$ cat config.mk
export PLATFORM = sky130hd
export DESIGN_NAME = xms_strobe_ctrl
export DESIGN_NICKNAME = d
export VERILOG_FILES = /design/src/inc/xms_pkg.sv /design/src/rtl/xms_sync.sv /design/src/rtl/xms_strobe_ctrl.sv
export SDC_FILE = /design/constraint.sdc
export NUM_CORES = 1
export LEC_CHECK = 0
export BUFFER_PORTS_ARGS = -buffer_cell sky130_fd_sc_hd__clkbuf_2
export CAP_MARGIN = 20
export CORE_MARGIN = 2
export CORE_UTILIZATION = 28
export CTS_CLUSTER_DIAMETER = 80
export CTS_CLUSTER_SIZE = 28
export DETAILED_ROUTE_END_ITERATION = 8
export PLACE_DENSITY_LB_ADDON = 0.15
export SETUP_SLACK_MARGIN = 0.3
export SYNTH_ARGS = -nofsm -noshare
export SYNTH_HDL_FRONTEND = slang
export SYNTH_SLANG_ARGS = --single-unit
export TNS_END_PERCENT = 30
$ cat constraint.sdc
create_clock -name core_clk -period 3.87 [get_ports core_clk]
set_input_delay 0.1935 -clock core_clk [delete_from_list [all_inputs] [get_ports core_clk]]
set_output_delay 0.1935 -clock core_clk [all_outputs]
set_load 0.02 [all_outputs]
$ cat src/inc/xms_pkg.sv
// constants and types for the external memory strobe logic
// How it works
// - each space select rests high and goes low only while an access to its own space runs.
// - all strobe, direction and enable outputs float only when the disable pin is low, test reset is low and emulator pin zero is high.
// - the direction qualifier stays high (read) except during an external write, when it is low.
// - the inverted direction output is the complement of the qualifier, high only during a write.
// - read enable is asserted on every external read of program, data or I/O space.
// - the data bus is driven from the moment write enable falls.
// - write enable is asserted on every external write of program, data or I/O space.
// - the bus-cycle strobe rests high and goes low to mark an external bus cycle.
// - the bus-cycle strobe is asserted for every off-chip read or write in all three spaces.
// - the inverted direction pin doubles as a port bit, and that port bit is an input after reset.
// - a device that is not ready holds ready low; the access waits one cycle and samples ready again.
// - ready is sampled only when at least one wait state is programmed.
package xms_pkg;

    // ------------------------------------------------------------
    // address spaces and sequencer states
    // ------------------------------------------------------------
    typedef enum logic [1:0] {
        XMS_SPACE_PROG = 2'h0,
        XMS_SPACE_DATA = 2'h1,
        XMS_SPACE_IO   = 2'h2
    } xms_space_e;

    typedef enum logic [2:0] {
        XMS_IDLE   = 3'h1,
        XMS_ACCESS = 3'h2,
        XMS_WAIT   = 3'h4
    } xms_state_e;

    // ------------------------------------------------------------
    // widths and reset values
    // ------------------------------------------------------------
    localparam int XMS_DATA_W = 16;
    localparam int XMS_WS_W = 3;
    localparam logic [XMS_WS_W-1:0] XMS_WS_RESET = 3'h0;
    localparam logic XMS_GPIO_DIR_RESET = 1'b0;
    localparam int XMS_SYNC_STAGES = 2;

endpackage

$ cat src/rtl/xms_sync.sv
// two-flop synchroniser for asynchronous pin inputs
`timescale 1ns/1ps
module xms_sync #(
    parameter int WIDTH = 1
) (
    // clock and reset
    input wire logic core_clk,
    input wire logic reset_n,
    // data
    input wire logic [WIDTH-1:0] async_in,
    output logic [WIDTH-1:0] sync_out
);
    logic [WIDTH-1:0] meta_q;

    always_ff @(posedge core_clk or negedge reset_n) begin
        if (!reset_n) begin
            meta_q <= '0;
            sync_out <= '0;
        end else begin
            meta_q <= async_in;
            sync_out <= meta_q;
        end
    end
endmodule

$ cat src/rtl/xms_strobe_ctrl.sv
// external memory interface strobe sequencer and pin drivers
`timescale 1ns/1ps
module xms_strobe_ctrl
    import xms_pkg::*;
(
    // clock and reset
    input wire logic core_clk,
    input wire logic reset_n,
    // core access request
    input wire logic req_valid,
    output logic req_ready,
    input wire logic req_write,
    input wire xms_pkg::xms_space_e req_space,
    input wire logic [XMS_DATA_W-1:0] req_wdata,
    input wire logic [XMS_WS_W-1:0] wait_states,
    output logic rsp_valid,
    output logic [XMS_DATA_W-1:0] rsp_rdata,
    // general-purpose use of the shared pin
    input wire logic port_c_bit_zero_mode_gpio,
    input wire logic port_c_bit_zero_dir_wr,
    input wire logic port_c_bit_zero_dir_val,
    input wire logic port_c_bit_zero_out_val,
    output logic port_c_bit_zero_in,
    // test pins
    input wire logic output_disable_test_pin,
    input wire logic test_reset,
    input wire logic emulator_pin_zero,
    // external bus strobes
    output logic program_space_select_n,
    output logic data_space_select_n,
    output logic io_space_select_n,
    output logic read_write_n,
    output logic read_enable_n,
    output logic write_enable_n,
    output logic bus_cycle_strobe_n,
    output logic strobe_oe,
    // shared pin: inverted direction or port bit
    input wire logic port_c_bit_zero_pin_in,
    output logic port_c_bit_zero_pin_out,
    output logic port_c_bit_zero_pin_oe,
    // data bus and ready
    input wire logic ready,
    input wire logic [XMS_DATA_W-1:0] data_in,
    output logic [XMS_DATA_W-1:0] data_out,
    output logic data_oe
);
    import xms_pkg::*;

    // ------------------------------------------------------------
    // pin synchronisers
    // ------------------------------------------------------------
    logic [3:0] pins_s;
    logic ready_s;
    logic off_s;
    logic trst_s;
    logic emulator_pin_zero_s;
    logic pc0_s;

    xms_sync #(.WIDTH(4)) u_sync_ctl (
        .core_clk(core_clk),
        .reset_n(reset_n),
        .async_in({ready, output_disable_test_pin, test_reset, emulator_pin_zero}),
        .sync_out(pins_s)
    );
    xms_sync #(.WIDTH(1)) u_sync_pc0 (
        .core_clk(core_clk),
        .reset_n(reset_n),
        .async_in(port_c_bit_zero_pin_in),
        .sync_out(pc0_s)
    );

    assign ready_s = pins_s[3];
    assign off_s = pins_s[2];
    assign trst_s = pins_s[1];
    assign emulator_pin_zero_s = pins_s[0];

    // ------------------------------------------------------------
    // access sequencer
    // ------------------------------------------------------------
    xms_state_e state_q;
    logic [XMS_WS_W-1:0] ws_cnt_q;
    logic write_q;
    xms_space_e space_q;
    logic [XMS_DATA_W-1:0] wdata_q;
    logic done;
    logic wait_prev_q;

    // ready is only looked at once the programmed wait states have run out
    assign done = (state_q == XMS_ACCESS && wait_states == XMS_WS_RESET)
        || (state_q == XMS_WAIT && ws_cnt_q == XMS_WS_RESET
            && wait_prev_q && ready_s);

    assign req_ready = (state_q == XMS_IDLE);

    always_ff @(posedge core_clk or negedge reset_n) begin
        if (!reset_n) begin
            state_q <= XMS_IDLE;
            ws_cnt_q <= XMS_WS_RESET;
        end else begin
            unique case (state_q)
                XMS_IDLE: begin
                    if (req_valid) begin
                        state_q <= XMS_ACCESS;
                    end
                end
                XMS_ACCESS: begin
                    if (done) begin
                        state_q <= XMS_IDLE;
                    end else begin
                        state_q <= XMS_WAIT;
                        ws_cnt_q <= wait_states - 3'h1;
                    end
                end
                XMS_WAIT: begin
                    if (ws_cnt_q != XMS_WS_RESET) begin
                        ws_cnt_q <= ws_cnt_q - 3'h1;
                    end else if (done) begin
                        state_q <= XMS_IDLE;
                    end
                    // not ready: stay one more cycle and sample again
                end
            endcase
        end
    end

    // synchronised ready lags the pin by two edges; with one wait state it would
    // still show the idle pull-up, so it is trusted only after a full wait cycle
    always_ff @(posedge core_clk or negedge reset_n) begin
        if (!reset_n) begin
            wait_prev_q <= 1'b0;
        end else begin
            wait_prev_q <= (state_q == XMS_WAIT);
        end
    end

    always_ff @(posedge core_clk or negedge reset_n) begin
        if (!reset_n) begin
            write_q <= 1'b0;
            space_q <= XMS_SPACE_PROG;
            wdata_q <= '0;
        end else if (state_q == XMS_IDLE && req_valid) begin
            write_q <= req_write;
            space_q <= req_space;
            wdata_q <= req_wdata;
        end
    end

    always_ff @(posedge core_clk or negedge reset_n) begin
        if (!reset_n) begin
            rsp_valid <= 1'b0;
            rsp_rdata <= '0;
        end else begin
            rsp_valid <= done;
            if (done && !write_q) begin
                rsp_rdata <= data_in;
            end
        end
    end

    // ------------------------------------------------------------
    // strobes, registered so the pins never glitch
    // ------------------------------------------------------------
    logic active_d;
    assign active_d = (state_q == XMS_IDLE) ? req_valid : !done;

    always_ff @(posedge core_clk or negedge reset_n) begin
        if (!reset_n) begin
            program_space_select_n <= 1'b1;
            data_space_select_n <= 1'b1;
            io_space_select_n <= 1'b1;
            read_write_n <= 1'b1;
            read_enable_n <= 1'b1;
            write_enable_n <= 1'b1;
            bus_cycle_strobe_n <= 1'b1;
            data_oe <= 1'b0;
            data_out <= '0;
        end else begin
            // one space decoded from a single captured code keeps the selects exclusive
            program_space_select_n <= !(active_d && space_q_n() == XMS_SPACE_PROG);
            data_space_select_n <= !(active_d && space_q_n() == XMS_SPACE_DATA);
            io_space_select_n <= !(active_d && space_q_n() == XMS_SPACE_IO);
            read_write_n <= !(active_d && write_n_d());
            read_enable_n <= !(active_d && !write_n_d());
            write_enable_n <= !(active_d && write_n_d());
            bus_cycle_strobe_n <= !active_d;
            data_oe <= active_d && write_n_d();
            data_out <= (state_q == XMS_IDLE) ? req_wdata : wdata_q;
        end
    end

    // request fields for the cycle being set up, from the port when idle
    function automatic xms_space_e space_q_n();
        return (state_q == XMS_IDLE) ? req_space : space_q;
    endfunction

    function automatic logic write_n_d();
        return (state_q == XMS_IDLE) ? req_write : write_q;
    endfunction

    // ------------------------------------------------------------
    // test float and shared pin
    // ------------------------------------------------------------
    logic float_all;
    assign float_all = !off_s && !trst_s && emulator_pin_zero_s;
    assign strobe_oe = !float_all;

    logic gpio_mode_q;
    logic gpio_dir_q;

    always_ff @(posedge core_clk or negedge reset_n) begin
        if (!reset_n) begin
            gpio_mode_q <= 1'b1;
            gpio_dir_q <= XMS_GPIO_DIR_RESET;
        end else begin
            gpio_mode_q <= port_c_bit_zero_mode_gpio;
            if (port_c_bit_zero_dir_wr) begin
                gpio_dir_q <= port_c_bit_zero_dir_val;
            end
        end
    end

    always_comb begin
        if (gpio_mode_q) begin
            port_c_bit_zero_pin_out = port_c_bit_zero_out_val;
            port_c_bit_zero_pin_oe = gpio_dir_q && !float_all;
        end else begin
            port_c_bit_zero_pin_out = !read_write_n;
            port_c_bit_zero_pin_oe = !float_all;
        end
    end

    assign port_c_bit_zero_in = pc0_s;
endmodule

# Word level (Yosys, flattened, before mapping)
# Cells that the tools add are included.
# W data, S select, Z words.
# word_totals
n_memories	0
word_cells	83
latchBits	0
romBits	0
ff_bits	78
mem_bits_rw	0
# op_classes
n_bitwise	0
n_div	0
add_sub_neg	2
mul	0
n_lt_le_gt_ge	0
n_reduce_logical	35
shift	0
muxes	14
eq_ne	10
# ops
operator	count
$mux W3	6
$mux W16	1
$logic_and A1 B1 Y1	14
$logic_not A1 Y1	13
$ne A2 B2 Y1 const B	5
$pmux W3 S3	1
$logic_not A3 Y1	2
$pmux W3 S2	1
$reduce_and A3 Y1	2
$sub A3 B1 Y3 const B	2
$mux W1	4
$eq A3 B1 Y1 const B	1
$eq A3 B2 Y1 const B	1
$eq A3 B3 Y1 const B	1
$reduce_bool A3 Y1	1
$eq A2 B1 Y1 const B	1
$eq A2 B2 Y1 const B	1
$logic_not A2 Y1	1
$mux W2	1
$reduce_bool A2 Y1	1
$logic_or A1 B1 Y1	1

# Longest topological paths before layout
# Gate-level depths: netlist of the first run.
# depth
depth_word	9
ltp_mapped	7
depth_no_buf	7

# Hierarchy
# A second synthesis of the first run with hierarchy kept.
# unflattened
hier_cells	240
hier_area_um2	3052.9
# by_module_without_submodules
module	n_inst	cells_each	seq_area_each_um2	area_per_inst_um2
xms_strobe_ctrl	1	230	1711.6	2802.7
xms_sync (u_sync_ctl)	1	8	200.2	200.2
xms_sync (u_sync_pc0)	1	2	50.0	50.0

# Worst setup path before layout of the first run
# Ideal clock, no wire load.
# synth_path
kind	register to register
from	register state_q[1]
to	register ws_cnt_q[2]
path_stages_with_launch	8
path_slack_ps	2065
synth_period_minus_slack_ps	1805
arrival_time_ps	1702
t_required_ps	3766
cell_sequence	dfrtp_1 -> nand2b_1 -> nor2_1 -> mux2i_1 -> ha_1 -> nor2_1 -> and3_1 -> a221oi_1
# synth_between
elab_chain_cells	7
elab_cells_between_ends	12
cone_classes	eq/ne (4); mux (1); reduce/logical (7)
# synth_rtl
element	line_no	source
start: declaration	xms_strobe_ctrl.sv:80	xms_state_e state_q;
start signal: assignment	xms_strobe_ctrl.sv:97	state_q <= XMS_IDLE;
start signal: assignment	xms_strobe_ctrl.sv:103	state_q <= XMS_ACCESS;
start signal: assignment	xms_strobe_ctrl.sv:108	state_q <= XMS_IDLE;
$eq A3 B3 Y1	xms_strobe_ctrl.sv:90, xms_strobe_ctrl.sv:100	
$logic_and A1 B1 Y1	xms_strobe_ctrl.sv:90	|| (state_q == XMS_WAIT && ws_cnt_q == XMS_WS_RESET
$logic_and A1 B1 Y1 (2 in a row)	xms_strobe_ctrl.sv:91	&& wait_prev_q && ready_s);
$logic_or A1 B1 Y1	xms_strobe_ctrl.sv:90	
$ne A2 B2 Y1 (no line)	n/a	
$reduce_and A3 Y1 (no line)	n/a	
end signal: assignment	xms_strobe_ctrl.sv:111	ws_cnt_q <= wait_states - 3'h1;
end signal: assignment	xms_strobe_ctrl.sv:116	ws_cnt_q <= ws_cnt_q - 3'h1;
end: declaration	xms_strobe_ctrl.sv:81	logic [XMS_WS_W-1:0] ws_cnt_q;
# Parallel ways exist; a longest one is shown, timed or not.
# A chain may end at the register's enable or synchronous reset.

# Final worst setup path of the first run
# layout_path
from	register state_q[0]
to	register wdata_q[7]
# layout_between
elab_chain_cells	2
# layout_rtl
element	line_no	source
$eq A3 B1 Y1	xms_strobe_ctrl.sv:141	end else if (state_q == XMS_IDLE && req_valid) begin
$logic_and A1 B1 Y1	xms_strobe_ctrl.sv:141	
end signal: assignment	xms_strobe_ctrl.sv:144	wdata_q <= req_wdata;
end: declaration	xms_strobe_ctrl.sv:84	logic [XMS_DATA_W-1:0] wdata_q;
# No other way between the ends.

==> results of run 1 <==
## state kept, by name, indices dropped and copies added (netlist names)
signal,flops
data_out,16
rsp_rdata,16
wdata_q,16
u_sync_ctl.meta_q,4
u_sync_ctl.sync_out,4
state_q,3
ws_cnt_q,3
space_q,2
bus_cycle_strobe_n,1
data_oe,1
data_space_select_n,1
gpio_dir_q,1
gpio_mode_q,1
io_space_select_n,1
program_space_select_n,1
read_enable_n,1
rsp_valid,1
u_sync_pc0.meta_q,1
u_sync_pc0.sync_out,1
wait_prev_q,1
write_enable_n,1
write_q,1
## layout make-up
type	instances	area (um2)	share of cell area
repair buffers	104	576	0.145
multi-input cells	109	1010	0.255
inverters	5	18.8	0.00474
clock inverters	5	100	0.0253
clock buffers	9	124	0.0313
flip-flops and latches	78	1960	0.495
well taps	136	170	0.0429
## per-stage QoR
stage	setup WS, ns	hold WS, ns
4_1_cts	1.34	0.0190
3_3_place_gp	1.37	0.283
6_report	1.45	0.0476
2_1_floorplan	2.06	-0.102
5_1_grt	1.24	0.0294
3_5_place_dp	1.36	0.287
## cell families after synthesis
family,after synthesis,synth area share
buf+inv,12,0.0186
simple gates,28,0.0517
fa+ha+maj,1,0.00414
flops,78,0.649
compound gates,26,0.0641
mux,54,0.213
## worst max-delay path, stage by stage (launching register included)
cell,delay (ns)
dfstp_2,0.64
nor3b_4,0.20
buf_4,0.32
nand2_1,0.62
mux2_2,0.50
## routing by layer
| metal | GRT usage | routed length (um) | share of wire | vias up |
|---|---|---|---|---|
| met5 | 0 | 0 | 0 | - |
| met4 | 0.0302 | 61 | 0.010 | 0 |
| met3 | 0.0412 | 414 | 0.070 | 6 |
| met2 | 0.163 | 2710 | 0.46 | 75 |
| met1 | 0.144 | 2740 | 0.46 | 950 |
| li1 | - | - | - | 922 |
## how the worst max path moves through the flow
stage / cells after the start / slack (ns) / end / startpoint
final: 4 / 1.45 / wdata_q[7] / state_q[0]
after global routing: 4 / 1.24 / wdata_q[1] / state_q[0]
after CTS: 4 / 1.34 / space_q[1] / state_q[0]
after detailed placement: 4 / 1.36 / wdata_q[5] / state_q[0]
after global placement: 4 / 1.37 / wdata_q[8] / state_q[0]
after floorplan: 7 / 2.06 / ws_cnt_q[2] / state_q[1]
## power groups by stage
stage	Combinational, uW	Clock (uW)	Sequential [uW]
floorplan	394	0	1380
global placement	846	0	1210
detailed placement	847	0	1220
CTS	856	742	1200
global route	923	776	1230
finish	845	705	1200
## cells in the final DEF (no fill, tap or decap), types with 2 or more instances in the layout
master          n
a21o_1          2
a21oi_1         7
a221oi_1        2
a22oi_1         2
a31oi_1         2
a32oi_1         2
buf_4           2
bufinv_16       3
clkbuf_2       94
clkbuf_8        9
clkinv_2        2
dfrtp_1        70
dfstp_2         8
dlygate4sd3_1   7
inv_1           5
mux2_2         42
mux2_4         10
mux2i_1         2
nand2_1         4
nand2b_1        2
nor2_1         10
nor2b_1         5
o21ai_0         4
==> results_dict.tcl, run 1 <==
set metrics [dict create \
    status "finished, final reports clean" \
    ir_drop_mv 0.241 \
    netlist_area_um2 3020 \
    internal_power_uw 1880 \
    clk_pin_slew_ns 0.07 \
    period_share 0.625 \
    ys_ff_latch 78 \
    clock_skew_ns 0.00788 \
    drc 0 \
    place_inst 424 \
    p_comb_frac 0.307 \
    slew_headroom 0.361 \
    nets 358 \
    worstReg2RegEnd "wdata_q[7]" \
    cts_buffers 9 \
    slew_viol_final 0 \
    setup_viol 0 \
    post-cts-setup-buffers 0 \
    gp_congestion 0.739 \
    core_um2 10400 \
    synth_fp_nets 250 \
    synth_seq_area_share 0.649 \
    grt_first_pass_wirelength_mm 9.67 \
    holdPathStages 2 \
    n_fill_cell 1041 \
    final_util 0.380 \
    critical_path_class "register to register" \
    wl_per_cell_um 13.3 \
    first_global_vias 1932 \
    ant_nets 0 \
    p_leak_uw 0.00201 \
    start_util 0.290 \
    arrival_ns 2.64 \
    synth_area_per_cell_um2 15.2 \
    reg2reg_depth 4 \
    hold_violations 0 \
    place_area_um2 3650 \
    min_to "io_space_select_n" \
    instances_no_fill 446 \
    synth.most_common_cell "dfrtp_1" \
    cts_tree "built" \
    grt_max_degree 79 \
    die_w_um 108 \
    tightest_slew_ns 0.957 \
    synth_top_area_cell "dfrtp_1" \
    cts.htree.levels 3 \
    p_total_uw 2750 \
    swShare 0.317 \
    cts-root-buf "clkbuf_8" \
    rows 37 \
    postCtsHoldBufs 6 \
    rr_startpoint "state_q[0]" \
    dieArea_um2 11600 \
    dr.pass1.iters 4 \
    p_switching_uw 873 \
    port_buffers 95 \
    timing.fmax_ghz 0.414 \
    pwr-share-clk 0.256 \
    routed_wl_mm 5.92 \
    drive_gt1_frac 0.565 \
    clk_latency_ns 0.34 \
    pin_count 96 \
    die_y_um 108 \
    clock-sinks 78 \
    syn_inst 199 \
    critPathRequiredTime_ns 4.09 \
    diodes 0 \
    min-delay-start "req_space[1]" \
    worstSetupStartpointType "register" \
    clock_path_buffers 2 \
    area_delta_synth_final_pct 31.0 \
    vias 1953 \
    yosysTopAreaCellShare 0.579 \
    grt_util_all_layers 0.108 \
    antenna_found_initial 0 \
    synthArstFlopShare 1.00 \
    p_seq_frac 0.436 \
    reg2reg_slack_ns 1.45 \
    path_max_fanout 23 \
    rsz0062_at_grt "false" \
    viasPerCell 4.38 \
    design_area_um2 3960 \
    pwr_density_cell_nw_per_um2 694 \
    yosysUniqueCellTypes 34 \
    dpl.hpwl_mm 3.95 \
    layout_min_cycle_time_ns 2.42 \
    yosysWarnings 0 \
    hold_class "input port to register" \
    maxCapViolations 0 \
    synth_edf_count 0 \
    tns_ns 0 \
    endpoint_kind "register" \
    ctsResizeCount 0 \
    synth_area_leaders "dfrtp_1, mux2_2, dfstp_2" \
    drt_iter0_markers 39 \
    gr-total-overflow 0 \
    yosys-top-cells-count "dfrtp_1, mux2_2, mux2_4, nor2_1, dfstp_2" \
    synthFlopType "dfrtp_1" \
]
No activity file was read; power rests on OpenSTA's default activity.
==> inputs of run 2 (changes only) <==
==> constraint.sdc (replaced) <==
create_clock -name core_clk -period 2.3 [get_ports core_clk]
set_input_delay 0.115 -clock core_clk [delete_from_list [all_inputs] [get_ports core_clk]]
set_output_delay 0.115 -clock core_clk [all_outputs]
set_load 0.02 [all_outputs]
==> run 2 against run 1 <==
Compared with the run above: routed wire length up 1.5%; clock-buffer cell count up 3; non-clock buffer count grew 33; global-route usage is 0.42 points higher; first-iteration DRC count rose by 15%; register-to-register slack worse by 1.1 ns; sequential share of layout area decreased by 3.8 points; sequential cell count unchanged; total power up 67%; critical path depth up 3; clock power is 57% higher.
==> results_dict.tcl, run 2 (synthesized netlist as in run 1, its figures left out) <==
set metrics [dict create \
    min-delay-start "req_valid" \
    tns_ns 0 \
    clock_path_buffers 2 \
    dr.pass1.iters 4 \
    rr_startpoint "state_q[1]" \
    wl_per_cell_um 12.5 \
    maxCapViolations 0 \
    cp-startpoint "state_q[1]" \
    cts.htree.levels 3 \
    dp_slack_ns 0.240 \
    arrival_ns 2.16 \
    start_util 0.290 \
    period_share 0.835 \
    hold_violations 0 \
    cts_tree "built" \
    rows 37 \
    path_max_fanout 6 \
    area_delta_synth_final_pct 42.1 \
    ant_nets 0 \
    tightest_slew_ns 0.620 \
    timing.fmax_ghz 0.520 \
    slew_headroom 0.582 \
    first_global_vias 2095 \
    setup_viol 0 \
    routed_wl_mm 6.01 \
    worstReg2RegEnd "ws_cnt_q[2]" \
    drt_iter0_markers 45 \
    port_buffers 95 \
    dpl.hpwl_mm 4.08 \
    status "finished, final reports clean" \
    endpoint_kind "register" \
    die_w_um 108 \
    p_leak_uw 0.00214 \
    final_common_cell "clkbuf_2" \
    gp_congestion 0.760 \
    die_y_um 108 \
    gr-total-overflow 0 \
    clk_pin_slew_ns 0.07 \
    post-cts-setup-buffers 0 \
    setup_slack_ns 0.378 \
    rsz0062_at_grt "true" \
    drive_gt1_frac 0.513 \
    antenna_found_initial 0 \
    drc 0 \
    holdPathStages 2 \
    clock_skew_ns 0.00484 \
    grt_max_degree 45 \
    reg2reg_depth 7 \
    critical_path_class "register to register" \
    dieArea_um2 11600 \
    cts_buffers 9 \
    diodes 0 \
    pin_count 96 \
    nets 391 \
    mostFrequentLayoutCells "clkbuf_2, dfrtp_1, mux2_2" \
    critPathRequiredTime_ns 2.54 \
    hold_ws_ns 0.0252 \
    core_um2 10400 \
    largest_registers "data_out x16, rsp_rdata x16, wdata_q x16" \
    worstSetupStartpointType "register" \
    hold_class "input port to register" \
    cts-root-buf "clkbuf_8" \
    pwr_density_cell_nw_per_um2 1070 \
    grt_first_pass_wirelength_mm 9.96 \
    viasPerCell 4.31 \
    clock-sinks 78 \
    layout_min_cycle_time_ns 1.92 \
    vias 2074 \
    ir_drop_mv 0.464 \
    grt_util_all_layers 0.112 \
    reg2reg_slack_ns 0.38 \
    clk_latency_ns 0.34 \
    crit_end "ws_cnt_q[2]" \
    slew_viol_final 0 \
]
[run 2: cell count changes in the layout (fill, tap and decap cells not counted), sizes merged]
cell and change:
clkbuf +3, bufinv -1, dlygate4sd3 +32, buf +1
[run 2: stage by stage]
| step | power (uW) | instance area [um2] | util | cells |
|---|---|---|---|---|
| 4_1_cts | 4680 | 4300 | 0.412 | 481 |
| 3_3_place_gp | 3460 | 3690 | 0.354 | 426 |
| 2_1_floorplan | 2990 | 3020 | - | 199 |
| 6_report | 4600 | 4300 | 0.412 | 481 |
| 5_1_grt | 4900 | 4300 | 0.412 | 481 |
| 3_5_place_dp | 3470 | 3690 | 0.354 | 426 |
[run 2: worst max-delay path, cell delays in order (launching register included)]
cell and delay [ns]:
dfrtp_1 0.44, nand2b_1 0.24, nor2_2 0.26, mux2i_1 0.23, ha_1 0.20, nor2_1 0.05, and3_1 0.17, a221oi_1 0.22
[run 2: cell type report]
type,instances,area [um2]
clock buffer,12,145
sequential,78,1960
multi-input combinational,109,1010
fill,999,6120
timing repair buffer,137,916
inverter,5,18.8
tap,136,170
clock inverter,4,70.1
[run 2: metal layers]
metal	global-route usage	share of wire	vias to the layer above
met1	0.143	0.47	1009
met2	0.173	0.46	65
met5	0	0	-
met4	0.0604	0.018	0
met3	0.0303	0.057	10
li1	-	-	990
[run 2: power breakdown]
group	switching (uW)	total, uW	internal [uW]
combinational	765	1460	692
sequential	225	2020	1800
clock	476	1110	639
total	1470	4600	3130
[run 2: how the worst min path moves through the flow]
| stage | slack (ns) | end |
|---|---|---|
| global placement | 0.11 | u_sync_pc0.meta_q |
| detailed placement | 0.11 | u_sync_pc0.meta_q |
| CTS | 0.001 | wdata_q[5] |
| global route | 0.009 | wdata_q[14] |
| floorplan | -0.18 | data_oe |
| finish | 0.03 | write_enable_n |
[run 2: what timing repair did]
action,CTS,global route
cloned,0,0
hold endpoints to repair,80,0
hold buffers,39,0
pin swaps,0,0
setup endpoints to repair,1,2
gates resized for setup,1,0
==> inputs of run 3 (changes only) <==
==> constraint.sdc (replaced) <==
create_clock -name core_clk -period 1.9 [get_ports core_clk]
set_input_delay 0.095 -clock core_clk [delete_from_list [all_inputs] [get_ports core_clk]]
set_output_delay 0.095 -clock core_clk [all_outputs]
set_load 0.02 [all_outputs]
==> run 3 against run 2 <==
Compared with the run above: sequential power rose by 20%; cell count rose by 3.7%; clock power up 9%; clock-buffer cell count fell by 2; non-clock buffer count rose by 18; combinational power increased by 40%; die area stayed put.
==> results_dict.tcl, run 3 (synthesized netlist as in run 1, its figures left out) <==
set metrics [dict create \
    swShare 0.336 \
    pwr-share-clk 0.213 \
    hold_ws_ns 0.0216 \
    n_fill_cell 1002 \
    cts.htree.levels 3 \
    status "finished, final reports clean" \
    endpoint_kind "register" \
    hold_violations 0 \
    maxCapViolations 0 \
    slew_headroom 0.688 \
    p_total_uw 5670 \
    rows 37 \
    cts-root-buf "clkbuf_8" \
    instances_no_fill 499 \
    p_seq_frac 0.427 \
    slew_viol_final 0 \
    routed_wl_mm 6.63 \
    grt_util_all_layers 0.122 \
    grt_max_degree 37 \
    pwr_density_cell_nw_per_um2 1270 \
    place_area_um2 3720 \
    core_um2 10400 \
    ir_drop_mv 0.446 \
    clock-sinks 78 \
    grt_first_pass_wirelength_mm 10.9 \
    slowest_delay_ns 0.43 \
    slowest_stage "dfrtp_1" \
    critPathRequiredTime_ns 2.12 \
    vias 2145 \
    path_cells "or3_4 -> o32ai_4 -> buf_12 -> nand2_8 -> mux2_4" \
    worstSetupStartpointType "register" \
    pin_count 96 \
    dpl.hpwl_mm 4.30 \
    timing.fmax_ghz 0.570 \
    first_global_vias 2223 \
    start_util 0.290 \
    clock_skew_ns 0.0121 \
    drc 0 \
    final_common_cell "clkbuf_2" \
    drive_gt1_frac 0.543 \
    regArea_um2 1960 \
    internal_power_uw 3760 \
    gr-total-overflow 0 \
    mostFrequentLayoutCells "clkbuf_2, dfrtp_1, dlygate4sd3_1" \
    cts_buffers 9 \
    design_area_um2 4470 \
    largest_registers "data_out x16, rsp_rdata x16, wdata_q x16" \
    tightest_slew_ns 0.468 \
    area_delta_synth_final_pct 47.8 \
    p_leak_uw 0.00222 \
    dieArea_um2 11600 \
    setup_viol 0 \
    die_w_um 108 \
    cts_tree "built" \
    ant_nets 0 \
    gp_congestion 0.727 \
    port_buffers 95 \
    clock_path_buffers 2 \
    drt_iter0_markers 84 \
    path_max_fanout 8 \
    multi_input_area_um2 1070 \
    p_switching_uw 1910 \
    arrival_ns 1.97 \
    clk_pin_slew_ns 0.08 \
    rsz0062_at_grt "true" \
    dr.pass1.iters 4 \
    viasPerCell 4.30 \
    tns_ns 0 \
    critical_path_class "register to register" \
    hold_class "input port to register" \
    period_share 0.923 \
    antenna_found_initial 0 \
    place_inst 432 \
    wl_per_cell_um 13.3 \
    diodes 0 \
    die_y_um 108 \
    clk_latency_ns 0.34 \
    p_comb_frac 0.359 \
    layout_min_cycle_time_ns 1.75 \
    nets 410 \
]
-- run 3: through the flow --
stage,setup slack (ns),util
after global placement,0.0999,0.357
after floorplan,0.167,-
after CTS,0.108,0.427
after global routing,0.112,0.429
after detailed placement,0.0845,0.357
final,0.146,0.429
-- run 3: path summary, 6_finish.rpt --
check,startpoint,end,slack (ns),depth (start not counted)
max,ws_cnt_q[2],rsp_rdata[9],0.15,5
min,req_valid,write_enable_n,0.02,2
max reg2reg,ws_cnt_q[2],rsp_rdata[9],0.15,5
min reg2reg,u_sync_ctl.meta_q[0],u_sync_ctl.sync_out[0],0.35,0
max in group asynchronous,reset_n,bus_cycle_strobe_n,0.98,3
min in group asynchronous,reset_n,data_out[1],0.24,2
-- run 3: metal layers --
metal / share of wire / GRT usage / up-vias / wire length, um
li1: - / - / 1026 / -
met1: 0.47 / 0.158 / 1042 / 3100
met2: 0.47 / 0.192 / 67 / 3080
met3: 0.053 / 0.0285 / 10 / 350
met4: 0.014 / 0.0549 / 0 / 96
met5: 0 / 0 / - / 0
-- run 3: layout make-up --
cell class,instances,share of cell area
flip-flops and latches,78,0.439
well taps,136,0.0381
clock buffers,10,0.0286
repair buffers,155,0.237
clock inverters,5,0.0134
multi-input cells,110,0.239
inverters,5,0.00420
-- run 3: critical path: cells and delay by family, from the launching register on --
family / cells / cell delay (ns)
and+or+nand+nor: 2 / 0.46
DFF: 1 / 0.43
buffers and inverters: 1 / 0.17
muxes: 1 / 0.33
AOI/OAI and AO/OA: 1 / 0.25
-- run 3: what timing repair did --
action	4_1_cts	5_1_grt
pin swaps	5	1
hold endpoints to repair	90	0
setup buffers	5	3
resized for setup	10	1
hold buffers	43	0
gates cloned	1	0
endpoints found under the setup margin	39	63
-- run 3: power by group through the flow --
stage                     clock [uW]  sequential [uW]  combinational [uW]
after CTS                       1270             2430                2040
after detailed placement           0             2460                1810
after floorplan                    0             2820                 807
after global routing            1320             2480                2210
after global placement             0             2450                1800
final                           1210             2420                2040
